`config.mk`:
```
export PLATFORM = sky130hd
export DESIGN_NAME = fault_retry_manager
export DESIGN_NICKNAME = d
export VERILOG_FILES = /design/src/rtl/fault_retry_pkg.sv /design/src/rtl/protection_action_decoder.sv /design/src/rtl/fault_retry_manager.sv
export SDC_FILE = /design/constraint.sdc
export NUM_CORES = 1
export LEC_CHECK = 0
export BUFFER_PORTS_ARGS = -buffer_cell sky130_fd_sc_hd__buf_2
export CAP_MARGIN = 40
export CORE_MARGIN = 8
export CORE_UTILIZATION = 54
export CTS_CLUSTER_SIZE = 16
export DETAILED_ROUTE_END_ITERATION = 8
export PLACE_DENSITY = 0.76
export SYNTH_ARGS = -nofsm -noshare
export SYNTH_HDL_FRONTEND = slang
export SYNTH_HIERARCHICAL = 1
export SYNTH_SLANG_ARGS = --single-unit
export TNS_END_PERCENT = 20
```
`constraint.sdc`:
```
create_clock -name pclk -period 8.7 [get_ports pclk]
set_clock_uncertainty 0.15 [all_clocks]
set_input_delay 1.305 -clock pclk [delete_from_list [all_inputs] [get_ports pclk]]
set_output_delay 1.305 -clock pclk [all_outputs]
set_load 0.01 [all_outputs]
```
`src/rtl/fault_retry_pkg.sv`:
```
// Shared constants and types for the fault retry manager and its action decoder.
// Assumes a single 40 MHz clock and an APB slave with 32-bit data.
package fault_retry_pkg;

    // Clock and time base.
    localparam int CLK_PERIOD_NS = 25;
    localparam int TICK_MS = 100;
    localparam int TICK_CYCLES = TICK_MS * 1000000 / CLK_PERIOD_NS;
    localparam int NORMAL_RUN_S = 60;
    localparam int NORMAL_RUN_TICKS = NORMAL_RUN_S * 1000 / TICK_MS;

    // Setting ranges and reset values; the interval counts 0.1 s steps.
    localparam logic [3:0] LIMIT_MAX = 4'ha;
    localparam logic [3:0] LIMIT_RESET = 4'h0;
    localparam logic CONTACT_RESET = 1'b0;
    localparam logic [12:0] INTERVAL_MIN = 13'h0005;
    localparam logic [12:0] INTERVAL_MAX = 13'h1770;
    localparam logic [12:0] INTERVAL_RESET = 13'h0064;
    localparam logic [2:0] CODE_MAX = 3'h4;
    localparam logic [2:0] PID_DIGIT_RESET = 3'h0;
    localparam logic [2:0] MEM_DIGIT_RESET = 3'h1;

    // Register byte offsets.
    localparam logic [7:0] ADDR_CTRL = 8'h00;
    localparam logic [7:0] ADDR_INTERVAL = 8'h04;
    localparam logic [7:0] ADDR_PID_ACT = 8'h08;
    localparam logic [7:0] ADDR_MEM_ACT = 8'h0c;
    localparam logic [7:0] ADDR_STATUS = 8'h10;
    localparam logic [7:0] ADDR_IRQ_STAT = 8'h14;
    localparam logic [7:0] ADDR_IRQ_MASK = 8'h18;
    localparam logic [7:0] ADDR_CMD = 8'h1c;

    // Field positions.
    localparam int CTRL_LIMIT_LSB = 0;
    localparam int CTRL_CONTACT_BIT = 4;
    localparam int DIGIT_STRIDE = 4;
    localparam int CMD_RESET_BIT = 0;
    localparam int CMD_RESTART_BIT = 1;
    localparam int STAT_COUNT_LSB = 0;
    localparam int STAT_STATE_LSB = 4;
    localparam int STAT_CONTACT_BIT = 8;
    localparam int STAT_HOLD_BIT = 9;
    localparam int IRQ_RETRY = 0;
    localparam int IRQ_LOCK = 1;
    localparam int IRQ_RESTART = 2;
    localparam int IRQ_CLEARED = 3;
    localparam int IRQ_ALARM = 4;
    localparam int IRQ_W = 5;

    // Fault codes that never retry, one bit per code number.
    localparam logic [63:0] NONRETRY_MASK = 64'h000c08ac_0cf7cf00;

    typedef enum logic [2:0] {
        ACT_NONE,
        ACT_ALARM,
        ACT_STOP,
        ACT_ESTOP,
        ACT_COAST
    } action_code_t;

    typedef enum logic [2:0] {
        ST_NORMAL,
        ST_WAIT,
        ST_DIAG,
        ST_WATCH,
        ST_LOCKED
    } retry_state_t;

    typedef struct packed {
        logic alarm;
        logic stop;
        logic estop;
        logic coast;
        logic emg_decel;
    } prot_action_t;

    typedef struct packed {
        retry_state_t st;
        logic [3:0] count;
        logic [3:0] limit;
        logic contact_sel;
        logic [12:0] interval;
        logic [2:0][2:0] pid_codes;
        logic [1:0][2:0] mem_codes;
        logic [31:0] presc;
        logic [12:0] icnt;
        logic [9:0] wcnt;
        logic restart;
        prot_action_t prot;
        logic [IRQ_W-1:0] irq_stat;
        logic [IRQ_W-1:0] irq_mask;
        logic [31:0] prdata;
    } retry_regs_t;

endpackage : fault_retry_pkg

```
`src/rtl/protection_action_decoder.sv`:
```
// Decodes one protection-action code against one detector level.
// Assumes the detector level is synchronous and the code is a stored setting.
`timescale 1ns/10ps
module protection_action_decoder
(
    // Setting and condition
    input wire logic [2:0] code,
    input wire logic detect,
    input wire logic decel_stop_mode,
    // Resulting action
    output fault_retry_pkg::prot_action_t act
);

    always_comb
    begin
        act = '0;
        if (detect)
        begin
            unique case (code)
                fault_retry_pkg::ACT_NONE:
                begin
                    act = '0;
                end
                fault_retry_pkg::ACT_ALARM:
                begin
                    act.alarm = 1'b1;
                end
                fault_retry_pkg::ACT_STOP:
                begin
                    act.alarm = 1'b1;
                    act.stop = 1'b1;
                end
                fault_retry_pkg::ACT_ESTOP:
                begin
                    act.alarm = 1'b1;
                    act.estop = 1'b1;
                    act.emg_decel = decel_stop_mode;
                end
                fault_retry_pkg::ACT_COAST:
                begin
                    act.coast = 1'b1;
                end
                default:
                begin
                    // Codes above four cannot be stored; treat as no detection.
                    act = '0;
                end
            endcase
        end
    end

endmodule : protection_action_decoder

```
`src/rtl/fault_retry_manager.sv`:
```
// Fault retry sequencing, retry counter, fault contact and protection actions.
// Assumes synchronous inputs, an APB master and external fault detectors.
`timescale 1ns/10ps
// Summary of operation
// - Restart with speed search after clean diagnosis
// - Retry limit zero to ten, zero disables
// - Limit reached: stop until manual restart or fault reset
// - Listed fault codes never retry
// - One minute normal run clears counter
// - Fault reset after latched fault clears counter
// - Power cycle clears counter
// - Contact select drives fault contact during retry
// - Retry interval 0.5 s to 600 s
// - Interval only used when limit above zero
// - Action codes: none, alarm, stop, estop, coast
// - Code 3 with decel stop uses emergency decel
// - PID digits: reference, feedback, error actions
// - Memory digits: EEPROM, FRAM; default eleven
// - Code 0 takes no action; code 1 only raises the alarm
module fault_retry_manager
#(
    parameter int TICK_CYCLES = fault_retry_pkg::TICK_CYCLES
)
(
    // Clock and reset
    input wire logic pclk,
    input wire logic presetn,
    // APB slave
    input wire logic psel,
    input wire logic penable,
    input wire logic pwrite,
    input wire logic [7:0] paddr,
    input wire logic [31:0] pwdata,
    output logic [31:0] prdata,
    output logic pready,
    output logic pslverr,
    // Drive status and fault report
    input wire logic running,
    input wire logic fault_trip,
    input wire logic [5:0] fault_code,
    input wire logic fault_reset,
    input wire logic manual_restart,
    // Self-diagnosis handshake
    output logic diag_req,
    input wire logic diag_done,
    input wire logic diag_ok,
    input wire logic cause_cleared,
    // Detectors and stop mode
    input wire logic pid_ref_loss,
    input wire logic pid_fb_loss,
    input wire logic pid_err_abn,
    input wire logic eeprom_err,
    input wire logic fram_err,
    input wire logic decel_stop_mode,
    // Drive commands and indications
    output logic speed_search_start,
    output logic stop_hold,
    output logic fault_contact,
    output logic alarm,
    output logic stop_req,
    output logic estop_req,
    output logic coast_req,
    output logic emergency_decel_sel,
    output logic irq
);

    ////////////////////////////////////////////////////////////////////////////
    // State, helpers and decoders

    fault_retry_pkg::retry_regs_t s;
    fault_retry_pkg::retry_regs_t next_s;
    fault_retry_pkg::prot_action_t acts [5];
    fault_retry_pkg::prot_action_t prot_any;
    logic [4:0] detects;
    logic [4:0][2:0] codes;
    logic tick;
    logic wr;
    logic rd_setup;
    logic nonretry;
    logic retry_ok;
    logic any_reset;
    logic any_restart;
    logic trip_here;
    logic wait_done;
    localparam int IRQ_W_L = fault_retry_pkg::IRQ_W;

    function automatic logic [2:0] sat_code(input logic [3:0] d);
        sat_code = (d > {1'b0, fault_retry_pkg::CODE_MAX}) ? fault_retry_pkg::CODE_MAX : d[2:0];
    endfunction : sat_code

    function automatic logic addr_ok(input logic [7:0] a);
        addr_ok = (a <= fault_retry_pkg::ADDR_CMD) && (a[1:0] == 2'h0);
    endfunction : addr_ok

    function automatic logic [11:0] pack_digits(input logic [2:0][2:0] c);
        pack_digits = {1'b0, c[2], 1'b0, c[1], 1'b0, c[0]};
    endfunction : pack_digits

    assign detects = {fram_err, eeprom_err, pid_err_abn, pid_fb_loss, pid_ref_loss};
    // Digit order puts reference, feedback, error, EEPROM, FRAM on detectors 0 to 4.
    assign codes = {s.mem_codes[1], s.mem_codes[0], s.pid_codes};

    for (genvar i = 0; i < 5; i++)
    begin : g_dec
        protection_action_decoder u_dec
        (
            .code(codes[i]),
            .detect(detects[i]),
            .decel_stop_mode(decel_stop_mode),
            .act(acts[i])
        );
    end

    assign tick = (s.presc == 32'(TICK_CYCLES - 1));
    assign wr = psel && penable && pwrite;
    assign rd_setup = psel && !penable && !pwrite;
    assign nonretry = fault_retry_pkg::NONRETRY_MASK[fault_code];
    assign retry_ok = (s.limit != 4'h0) && (s.count < s.limit) && !nonretry;
    assign any_reset = fault_reset
        || (wr && paddr == fault_retry_pkg::ADDR_CMD && pwdata[fault_retry_pkg::CMD_RESET_BIT]);
    assign any_restart = manual_restart
        || (wr && paddr == fault_retry_pkg::ADDR_CMD && pwdata[fault_retry_pkg::CMD_RESTART_BIT]);
    assign trip_here = fault_trip
        && (s.st == fault_retry_pkg::ST_NORMAL || s.st == fault_retry_pkg::ST_WATCH);
    assign wait_done = tick && (s.icnt + 13'h0001 >= s.interval);

    ////////////////////////////////////////////////////////////////////////////
    // Next-state logic

    always_comb
    begin
        logic [IRQ_W_L-1:0] set_irq;
        logic [IRQ_W_L-1:0] clr_irq;
        set_irq = '0;
        clr_irq = '0;
        next_s = s;
        next_s.restart = 1'b0;
        next_s.presc = tick ? 32'h0 : s.presc + 32'h1;

        prot_any = '0;
        for (int i = 0; i < 5; i++)
        begin
            prot_any = prot_any | acts[i];
        end
        next_s.prot = prot_any;
        set_irq[fault_retry_pkg::IRQ_ALARM] = prot_any.alarm && !s.prot.alarm;

        unique case (s.st)
            fault_retry_pkg::ST_NORMAL, fault_retry_pkg::ST_WATCH:
            begin
                if (trip_here)
                begin
                    if (running && retry_ok)
                    begin
                        // Interval timer starts from a fresh prescaler at the trip.
                        next_s.st = fault_retry_pkg::ST_WAIT;
                        next_s.count = s.count + 4'h1;
                        next_s.icnt = '0;
                        next_s.presc = '0;
                        set_irq[fault_retry_pkg::IRQ_RETRY] = 1'b1;
                    end
                    else
                    begin
                        next_s.st = fault_retry_pkg::ST_LOCKED;
                        set_irq[fault_retry_pkg::IRQ_LOCK] = 1'b1;
                    end
                end
                else if (s.st == fault_retry_pkg::ST_WATCH && tick)
                begin
                    if (!running)
                    begin
                        // A stop ends the watch without crediting normal running.
                        next_s.st = fault_retry_pkg::ST_NORMAL;
                    end
                    else if (s.wcnt == 10'(fault_retry_pkg::NORMAL_RUN_TICKS - 1))
                    begin
                        next_s.st = fault_retry_pkg::ST_NORMAL;
                        next_s.count = '0;
                        set_irq[fault_retry_pkg::IRQ_CLEARED] = 1'b1;
                    end
                    else
                    begin
                        next_s.wcnt = s.wcnt + 10'h001;
                    end
                end
            end
            fault_retry_pkg::ST_WAIT:
            begin
                if (wait_done)
                begin
                    next_s.st = fault_retry_pkg::ST_DIAG;
                end
                else if (tick)
                begin
                    next_s.icnt = s.icnt + 13'h0001;
                end
            end
            fault_retry_pkg::ST_DIAG:
            begin
                if (diag_done)
                begin
                    if (diag_ok && cause_cleared)
                    begin
                        next_s.st = fault_retry_pkg::ST_WATCH;
                        next_s.restart = 1'b1;
                        next_s.wcnt = '0;
                        next_s.presc = '0;
                        set_irq[fault_retry_pkg::IRQ_RESTART] = 1'b1;
                    end
                    else
                    begin
                        next_s.st = fault_retry_pkg::ST_LOCKED;
                        set_irq[fault_retry_pkg::IRQ_LOCK] = 1'b1;
                    end
                end
            end
            fault_retry_pkg::ST_LOCKED:
            begin
                if (any_reset)
                begin
                    next_s.st = fault_retry_pkg::ST_NORMAL;
                    next_s.count = '0;
                    set_irq[fault_retry_pkg::IRQ_CLEARED] = 1'b1;
                end
                else if (any_restart)
                begin
                    next_s.st = fault_retry_pkg::ST_NORMAL;
                end
            end
        endcase

        // Register writes.
        if (wr)
        begin
            unique case (paddr)
                fault_retry_pkg::ADDR_CTRL:
                begin
                    next_s.limit = (pwdata[3:0] > fault_retry_pkg::LIMIT_MAX)
                        ? fault_retry_pkg::LIMIT_MAX : pwdata[3:0];
                    next_s.contact_sel = pwdata[fault_retry_pkg::CTRL_CONTACT_BIT];
                end
                fault_retry_pkg::ADDR_INTERVAL:
                begin
                    if (pwdata[12:0] < fault_retry_pkg::INTERVAL_MIN || pwdata[31:13] != '0)
                    begin
                        next_s.interval = (pwdata[31:13] != '0)
                            ? fault_retry_pkg::INTERVAL_MAX : fault_retry_pkg::INTERVAL_MIN;
                    end
                    else if (pwdata[12:0] > fault_retry_pkg::INTERVAL_MAX)
                    begin
                        next_s.interval = fault_retry_pkg::INTERVAL_MAX;
                    end
                    else
                    begin
                        next_s.interval = pwdata[12:0];
                    end
                end
                fault_retry_pkg::ADDR_PID_ACT:
                begin
                    for (int d = 0; d < 3; d++)
                    begin
                        next_s.pid_codes[d] = sat_code(pwdata[d*4 +: 4]);
                    end
                end
                fault_retry_pkg::ADDR_MEM_ACT:
                begin
                    for (int d = 0; d < 2; d++)
                    begin
                        next_s.mem_codes[d] = sat_code(pwdata[d*4 +: 4]);
                    end
                end
                fault_retry_pkg::ADDR_IRQ_STAT:
                begin
                    clr_irq = pwdata[IRQ_W_L-1:0];
                end
                fault_retry_pkg::ADDR_IRQ_MASK:
                begin
                    next_s.irq_mask = pwdata[IRQ_W_L-1:0];
                end
                default:
                begin
                end
            endcase
        end
        // A new event wins over a clear in the same cycle.
        next_s.irq_stat = (s.irq_stat & ~clr_irq) | set_irq;

        // Read data is captured in the setup cycle so it leaves a flop.
        if (rd_setup)
        begin
            unique case (paddr)
                fault_retry_pkg::ADDR_CTRL:
                    next_s.prdata = {27'h0, s.contact_sel, s.limit};
                fault_retry_pkg::ADDR_INTERVAL:
                    next_s.prdata = {19'h0, s.interval};
                fault_retry_pkg::ADDR_PID_ACT:
                    next_s.prdata = {20'h0, pack_digits(s.pid_codes)};
                fault_retry_pkg::ADDR_MEM_ACT:
                    next_s.prdata = {24'h0, 1'b0, s.mem_codes[1], 1'b0, s.mem_codes[0]};
                fault_retry_pkg::ADDR_STATUS:
                    next_s.prdata = {22'h0, stop_hold, fault_contact, 1'b0, s.st, s.count};
                fault_retry_pkg::ADDR_IRQ_STAT:
                    next_s.prdata = {27'h0, s.irq_stat};
                fault_retry_pkg::ADDR_IRQ_MASK:
                    next_s.prdata = {27'h0, s.irq_mask};
                default:
                    next_s.prdata = 32'h0;
            endcase
        end
    end

    ////////////////////////////////////////////////////////////////////////////
    // State register

    // Power-on reset is the only way a power cycle reaches the counter.
    always_ff @(posedge pclk or negedge presetn)
    begin
        if (!presetn)
        begin
            s <= '{
                st: fault_retry_pkg::ST_NORMAL,
                limit: fault_retry_pkg::LIMIT_RESET,
                contact_sel: fault_retry_pkg::CONTACT_RESET,
                interval: fault_retry_pkg::INTERVAL_RESET,
                pid_codes: {3{fault_retry_pkg::PID_DIGIT_RESET}},
                mem_codes: {2{fault_retry_pkg::MEM_DIGIT_RESET}},
                default: '0
            };
        end
        else
        begin
            s <= next_s;
        end
    end

    ////////////////////////////////////////////////////////////////////////////
    // Outputs

    assign prdata = s.prdata;
    assign pready = 1'b1;
    assign pslverr = psel && penable && !addr_ok(paddr);
    assign diag_req = (s.st == fault_retry_pkg::ST_DIAG);
    assign speed_search_start = s.restart;
    assign stop_hold = (s.st == fault_retry_pkg::ST_LOCKED);
    // During a retry the contact follows the selection; a latched fault always drives it.
    assign fault_contact = stop_hold
        || ((s.st == fault_retry_pkg::ST_WAIT || s.st == fault_retry_pkg::ST_DIAG)
        && s.contact_sel);
    assign alarm = s.prot.alarm;
    assign stop_req = s.prot.stop;
    assign estop_req = s.prot.estop;
    assign coast_req = s.prot.coast;
    assign emergency_decel_sel = s.prot.emg_decel;
    assign irq = |(s.irq_stat & s.irq_mask);
endmodule : fault_retry_manager

```
# == Word-level counts from Yosys, hierarchy flattened ==
# Memories as Yosys holds them, arrays and structs flattened.
# Index checks and enable logic that the tools add are counted.
# totals
regBits,143
mem_bits_ro,64
elab_cells,237
memories,1
# classes
n_addsub,4
n_lt_le_gt_ge,10
eq_ne,51
muxes,88
n_bitwise,8
n_reduce_logical,53
# mem_list
name,words,width,read_ports,rd_ports_with_merged_regs,write_ports,line_no,text
(name not given),64,1,1,0,0,fault_retry_manager.sv:117,assign nonretry = fault_retry_pkg::NONRETRY_MASK[fault_code];
# ops
operator,count
$mux W32,3
$pmux W13 S7,1
$mux W45,2
$mux W13,5
$pmux W32 S2,1
$mux W10,4
$mux W1,38
$eq A3 B2 Y1 const B,12
$mux W5,7
$add A32 B1 Y32 const B,1
$eq A32 B22 Y1 const B,1
$eq A8 B5 Y1 const B,4
$mux W3,10
$pmux W13 S2,1
$or A5 B5 Y5,5
$mux W11,2
$mux W7,3
$pmux W10 S2,1
$reduce_bool A19 Y1,1
$eq A3 B1 Y1 const B,6
$eq A3 B3 Y1 const B,6
$logic_and A1 B1 Y1,18
$ne A2 B2 Y1 const B,9
$eq A8 B4 Y1 const B,2
other kinds (38),71

# == Depth between registers and ports, before layout ==
# Gate-level depths: netlist (run 1).
# depth
word_depth,10
mapped_depth,14
mapped_depth_nobuf,13

# == By module ==
# Netlist (run 1), hierarchy kept.
# modules_own_cells
module,instances,cells_each,area_each_um2,seq_area_each_um2
fault_retry_manager,1,786,7114.3,3109.2
protection_action_decoder,5,9,61.3,0.0

# == Worst setup path after synthesis (run 1) ==
# No wires, ideal clock.
# synth_path
path_type,in2reg
start,input port paddr[0]
end,register s[141] (netlist bit)
arrival_ns,3.302
setup_slack_ns,5.123
cell_stages,6
n_path_buf,0
path_cell_list,or4_4 -> or3_4 -> nor3_2 -> nor4_1 -> or4_4 -> mux2_4
# synth_via
elab_chain_cells,6
word_cells_on_any_way,10
classes_between,2 x eq/ne; 2 x mux; 6 x reduce/logical
# synth_rtl
item,line_no,text
"start, declared",fault_retry_manager.sv:32,"input wire logic [7:0] paddr,"
$eq A8 B5 Y1 *,"fault_retry_manager.sv:120, fault_retry_manager.sv:122",
$logic_and A1 B1 Y1 *,"fault_retry_manager.sv:120, fault_retry_manager.sv:122",
$logic_and A1 B1 Y1 (on tied branches),"fault_retry_manager.sv:120, fault_retry_manager.sv:122",
$logic_or A1 B1 Y1 (on tied branches),"fault_retry_manager.sv:120, fault_retry_manager.sv:122",
$ne A3 B1 Y1 (no line) or $mux W3 (tied branches),-,
$reduce_and A5 Y1 (no line) or $pmux W3 S4 (tied branches),-,
"end signal, assigned",fault_retry_manager.sv:320,s <= '{
"end signal, assigned",fault_retry_manager.sv:332,s <= next_s;
"end, declared",fault_retry_manager.sv:70,fault_retry_pkg::retry_regs_t s;
# Every way passes the cells marked *; elsewhere a longest branch is shown, timed or not.
# A chain may end at the register's enable or synchronous reset.

# == Worst setup path after layout (run 1) ==
# layout_path
start,register s[60] (netlist bit)
end,register s[59] (netlist bit)
# layout_via
elab_chain_cells,5
# layout_rtl
item,line_no,text
$add A13 B1 Y13,fault_retry_manager.sv:125,assign wait_done = tick && (s.icnt + 13'h0001 >= s.interval);
$ge A13 B13 Y1,fault_retry_manager.sv:125,
$logic_and A1 B1 Y1,fault_retry_manager.sv:125,
$ne A2 B2 Y1 (no line),-,
$reduce_and A5 Y1 (no line),-,
# Every way passes these cells.

==> flow_summary.json, run 1 <==
{
  "outcome": "complete, no violations",
  "synth.mux.area_fraction_pct": 4.79,
  "yosysSeqAreaShare_pct": 41.9,
  "critPathLaunchType": "flip-flop",
  "fin_cells": 1097,
  "synth_edf_count": 0,
  "final_cell_mix": "119 x dfrtp_1, 105 x nand2_1, 102 x nor2_1",
  "synth_adder_area_share_pct": 3.54,
  "syn_area_sq_um": 7420,
  "syn2layout_area_growth_pct": 14.3,
  "peakVddDrop_mv": 0.132,
  "clock_path_buffers": 2,
  "end_kind": "flip-flop",
  "boundaryPins": 108,
  "required_ns": 8.89,
  "ant_nets": 0,
  "fin_crit_sh_pct": 45.9,
  "clkTransAtPathRegs_ns": 0.05,
  "post-route-drc-count": 0,
  "synth_largest_area_cell": "dfrtp_1",
  "hold_depth": 2,
  "arrival_ns": 4.18,
  "cts_root_buf": "clkbuf_16",
  "synthArstFlopShare_pct": 100,
  "leakagePower_uw": 0.00394,
  "power_density_nw_per_um2": 209,
  "place.gp.congestion": 0.871,
  "dpl.cell_count": 1064,
  "post_cts.repair.setup_buffers": 0,
  "ys_ff_latch": 124,
  "hp-class": "reg -> reg",
  "htree_levels": 4,
  "synth_warnings": 6,
  "finalMaxSlewViolations": 0,
  "detail_route.wl_per_cell_um": 16.7,
  "grt_max_degree": 59,
  "hold_ws_ns": 0.317,
  "drtIter0Drc": 535,
  "post_cts_resized": 0,
  "cts_buffers": 17,
  "gr-usage-met3_pct": 4.78,
  "worstSetupPathType": "reg -> reg",
  "drt-total-wl_mm": 18.4,
  "hold_viol_final": 0,
  "cts_hold_buf": 0,
  "crit_fanout": 8,
  "slew_headroom_pct": 48.3,
  "synth-simple-area-share_pct": 25.0,
  "nets": 988,
  "via_per_inst": 5.63,
  "start_util_pct": 54.3,
  "num_rows": 43,
  "synth_top_family_by_area": "simple AND/OR/NAND/NOR gates",
  "worst_slew_pin_slew_ns": 0.772,
  "dieArea_sq_um": 17700,
  "cts_tree": "built",
  "max_freq_ghz": 0.250,
  "coreArea_sq_um": 13700,
  "synth_compound_area_share_pct": 11.9,
  "cts_num_sinks": 124,
  "port_buffers": 87,
  "top_usage_layer": "met2",
  "layout_setup_ws_ns": 4.70,
  "syn_inst": 831,
  "grt_pass1_wl_mm": 30.8,
  "grt_pass1_vias": 6112,
  "hpwl_mm": 13.8,
  "overflow": 0,
  "synth_top_area_share_pct": 40.1,
  "die_w_um": 133,
  "ys_types": 64,
  "antenna_found_initial": 1,
  "rsz0062_at_grt": "no",
  "clk_latency_ns": 0.42,
  "use_met2_pct": 34.2,
  "synthXorXnorAreaFrac_pct": 5.67,
  "drt-pass1-iter-count": 5,
  "fin_tns_setup_ns": 0,
  "period_minus_slack_ns": 4.00,
  "drive_above_1_share_pct": 18.1,
  "finalSetupViolations": 0,
  "r2r.worst_path.cells": 14,
  "num_vias": 6172,
  "synthTopCellsByArea": "dfrtp_1 40%, nand2_1 5.3%, nor2_1 5.2%",
  "synth.avg_cell_area_sq_um": 8.93,
  "grt_util_all_layers_pct": 21.4,
  "dp_slack_ns": 4.67,
  "maxCapViolCount": 0,
  "use_met1_pct": 27.8,
  "layout_commonest_cell": "dfrtp_1",
  "synthFlopType": "dfrtp_1",
  "die_y_um": 133
}
[through the flow]
stage / total power [uW] / area [sq um] / util, %
after floorplan: 934 / 7490 / -
after global placement: 1030 / 7830 / 57.3
after detailed placement: 1050 / 7880 / 57.6
after CTS: 1780 / 8480 / 62.0
after global routing: 1860 / 8480 / 62.1
final: 1770 / 8480 / 62.1
[critical path, stage by stage, from the launching register on]
cell and delay [ns]:
dfrtp_1 0.43, nand3_1 0.12, nor2_1 0.38, nand2_1 0.10
nor3_1 0.24, xnor2_1 0.18, ha_1 0.27, nand2_1 0.08
o21ai_0 0.09, a2111o_1 0.40, a31oi_4 0.22, a211oi_1 0.16
nor3_2 0.66, buf_6 0.23, mux2i_1 0.20
[layout make-up]
type	instances	area (sq um)
Fill cell	1192	5180
Tap cell	180	225
Inverter	48	180
Multi-Input combinational cell	619	3850
Clock buffer	23	458
Sequential cell	124	3110
Clock inverter	9	145
Antenna cell	1	2.50
Timing Repair Buffer	93	510
[synth_stat cells (8+ instances only)]
| cell | instances |
|---|---|
| buf_4 | 33 |
| nor2_1 | 102 |
| nor4_1 | 13 |
| nor3_1 | 18 |
| mux2_2 | 8 |
| a22o_1 | 13 |
| a22oi_1 | 8 |
| nand3_1 | 24 |
| nand4_1 | 26 |
| inv_1 | 48 |
| and3_1 | 14 |
| xor2_1 | 31 |
| xnor2_1 | 17 |
| mux2i_1 | 16 |
| nor2b_1 | 9 |
| ha_1 | 21 |
| o21ai_0 | 51 |
| dfrtp_1 | 119 |
| clkbuf_1 | 22 |
| nand2_1 | 105 |
| nand2b_1 | 10 |
| a21oi_1 | 27 |
[cells by family after synthesis]
group | count (synthesis)
simple gates | 365
compound gates | 136
flops | 124
buf+inv | 106
xor+xnor | 48
mux | 29
fa+ha+maj | 21
other cells | 2
[registers in the layout (all words and copies together) (netlist names)]
signal	flops
s	90
codes	15
prdata	13
alarm	1
coast_req	1
emergency_decel_sel	1
estop_req	1
speed_search_start	1
stop_req	1
[power by group]
group          total, uW  switching, uW  internal [uW]
sequential           681           61.6            619
combinational        361            217            145
clock                732            248            484
total               1770            526           1250
[routing by layer]
metal | part of all wire, % | vias to the layer above | wire length (um)
met1 | 45 | 2945 | 8230
met2 | 47 | 208 | 8650
li1 | - | 2988 | -
met4 | 2.1 | 0 | 391
met3 | 6.0 | 31 | 1090
met5 | 0 | - | 0
[final timing paths]
check                      slack [ns]          to  startpoint
max                              4.70       s[59]       s[60]
min                              0.32  prdata[10]  prdata[10]
max reg2reg                      4.70       s[59]       s[60]
min reg2reg                      0.32  prdata[10]  prdata[10]
max in group asynchronous        6.52      s[120]     presetn
min in group asynchronous        0.74       s[85]     presetn
Note: power is estimated with default switching activity, not from simulation.
==> run 2: changes to the inputs <==
==> constraint.sdc (replaced) <==
create_clock -name pclk -period 4.1 [get_ports pclk]
set_clock_uncertainty 0.15 [all_clocks]
set_input_delay 0.615 -clock pclk [delete_from_list [all_inputs] [get_ports pclk]]
set_output_delay 0.615 -clock pclk [all_outputs]
set_load 0.01 [all_outputs]
==> run 2 against run 1 <==
Net effect:
- critical path depth decreased by 1
- die area unchanged
- worst hold slack improved by 0.0013 ns
- utilization decreased by 0.12 points
- register-to-register slack got worse by 4.1 ns
- combinational power increased by 110%
- maximum frequency increased by 15%
- global-route usage about the same
- sequential power increased by 110%
- setup slack got worse by 4.1 ns
==> flow_summary.json, run 2 (synthesized netlist as in run 1, its figures left out) <==
{
  "outcome": "complete, no violations",
  "num_rows": 43,
  "die_w_um": 133,
  "slew_headroom_pct": 50.8,
  "drtIter0Drc": 535,
  "clk_latency_ns": 0.43,
  "p_seq_share_pct": 38.8,
  "peakVddDrop_mv": 0.281,
  "grt_pass1_vias": 6006,
  "switching_share_pct": 30.0,
  "end_kind": "flip-flop",
  "dieArea_sq_um": 17700,
  "grt_util_all_layers_pct": 21.4,
  "syn2layout_area_growth_pct": 14.1,
  "grt_max_degree": 100,
  "p_int_uw": 2610,
  "post-route-drc-count": 0,
  "overflow": 0,
  "finalSetupViolations": 0,
  "max_stage_delay_ns": 0.45,
  "nets": 989,
  "drt-total-wl_mm": 18.2,
  "p_sw_uw": 1120,
  "boundaryPins": 108,
  "crit_fanout": 13,
  "nFillCells": 1182,
  "start_util_pct": 54.3,
  "top_register": "s",
  "clock_path_buffers": 2,
  "drt-pass1-iter-count": 5,
  "cts_tree": "built",
  "arrival_ns": 3.68,
  "hold_viol_final": 0,
  "crit_chain": "nand3_1 -> nor2_1 -> nand4_1 -> xnor2_1 -> ha_1 -> a21oi_1 -> o21ai_0 -> a2111o_1 -> a31oi_4 -> a211oi_1 -> nor3_2 -> buf_4 -> mux2i_1",
  "period_minus_slack_ns": 3.48,
  "p_clk_share_pct": 40.9,
  "fin_crit_sh_pct": 85.0,
  "post_cts.repair.setup_buffers": 0,
  "p_comb_share_pct": 20.2,
  "largest_reg_flops": 90,
  "fin_tns_setup_ns": 0,
  "via_per_inst": 5.55,
  "critPathLaunchType": "flip-flop",
  "maxCapViolCount": 0,
  "drive_above_1_share_pct": 18.3,
  "leakagePower_uw": 0.00394,
  "layout_setup_ws_ns": 0.616,
  "required_ns": 4.29,
  "htree_levels": 4,
  "antenna_found_initial": 0,
  "cts_num_sinks": 124,
  "hpwl_mm": 13.6,
  "worstSetupPathType": "reg -> reg",
  "dp_slack_ns": 0.626,
  "power_density_nw_per_um2": 441,
  "clkTransAtPathRegs_ns": 0.05,
  "final_cell_mix": "119 x dfrtp_1, 105 x nand2_1, 102 x nor2_1",
  "detail_route.wl_per_cell_um": 16.6,
  "num_vias": 6086,
  "rsz0062_at_grt": "no",
  "hp-class": "reg -> reg",
  "die_y_um": 133,
  "layout_commonest_cell": "dfrtp_1",
  "post_cts_resized": 0,
  "diodes": 0,
  "max_freq_ghz": 0.287,
  "critical_path.slowest_cell": "a2111o_1",
  "port_buffers": 87,
  "coreArea_sq_um": 13700,
  "ant_nets": 0,
  "finalMaxSlewViolations": 0,
  "cts_buffers": 17,
  "worst_slew_pin_slew_ns": 0.732,
  "cts_root_buf": "clkbuf_16",
  "grt_pass1_wl_mm": 30.5,
  "place.gp.congestion": 0.890
}
[run 2: path summary, 6_finish.rpt]
| path | from | endpoint | slack [ns] | cells after the start |
|---|---|---|---|---|
| setup / recovery | s[60] | s[60] | 0.62 | 13 |
| max in group asynchronous | presetn | s[124] | 2.47 | 3 |
| hold reg to reg | prdata[10] | prdata[10] | 0.32 | 2 |
| setup reg to reg | s[60] | s[60] | 0.62 | 13 |
| hold / removal | prdata[10] | prdata[10] | 0.32 | 2 |
| min in group asynchronous | presetn | s[86] | 0.50 | 2 |
[run 2: final cells by class]
type                       count  area, sq um  area share, %
tap                          180          225           2.66
timing repair buffer          94          505           5.97
clock buffer                  22          474           5.60
multi-input combinational    619         3850           45.5
sequential                   124         3110           36.7
clock inverter                 9          120           1.42
inverter                      48          180           2.13
[run 2: critical path: cells and delay by family (launching register included)]
family	cells	cell delay, ns
simple gates	4	0.81
flops	1	0.42
mux	1	0.25
xor+xnor	1	0.21
compound gates	5	1.03
fa+ha+maj	1	0.28
buf+inv	1	0.25
[run 2: routing by layer]
metal / wire, um / vias to the layer above / part of all wire [%] / global-route usage, %
met2: 8540 / 196 / 47 / 33.9
met5: 0 / - / 0 / 0
met1: 8170 / 2866 / 45 / 27.5
met3: 1100 / 28 / 6.0 / 5.42
met4: 363 / 0 / 2.0 / 8.17
li1: - / 2996 / - / -
[run 2: what timing repair did]
item / in CTS / in global routing
setup endpoints to repair: 0 / 0
hold buffers: 1 / 0
hold endpoints to repair: 25 / 0
[run 2: power groups by stage]
stage / sequential, uW / clock, uW / combinational [uW]
global placement: 1460 / 0 / 734
finish: 1450 / 1530 / 755
detailed placement: 1460 / 0 / 752
floorplan: 1410 / 0 / 569
global route: 1460 / 1610 / 844
CTS: 1440 / 1550 / 756
[run 2: metrics by stage]
stage | hold slack (ns) | instances | cell area, sq um | power, uW | util, %
final | 0.318 | 1096 | 8460 | 3730 | 61.9
after floorplan | 0.169 | 849 | 7490 | 1980 | -
after global placement | 0.312 | 1064 | 7860 | 2190 | 57.5
after CTS | 0.316 | 1096 | 8460 | 3750 | 61.9
after global routing | 0.338 | 1096 | 8460 | 3910 | 61.9
after detailed placement | 0.312 | 1064 | 7860 | 2210 | 57.5
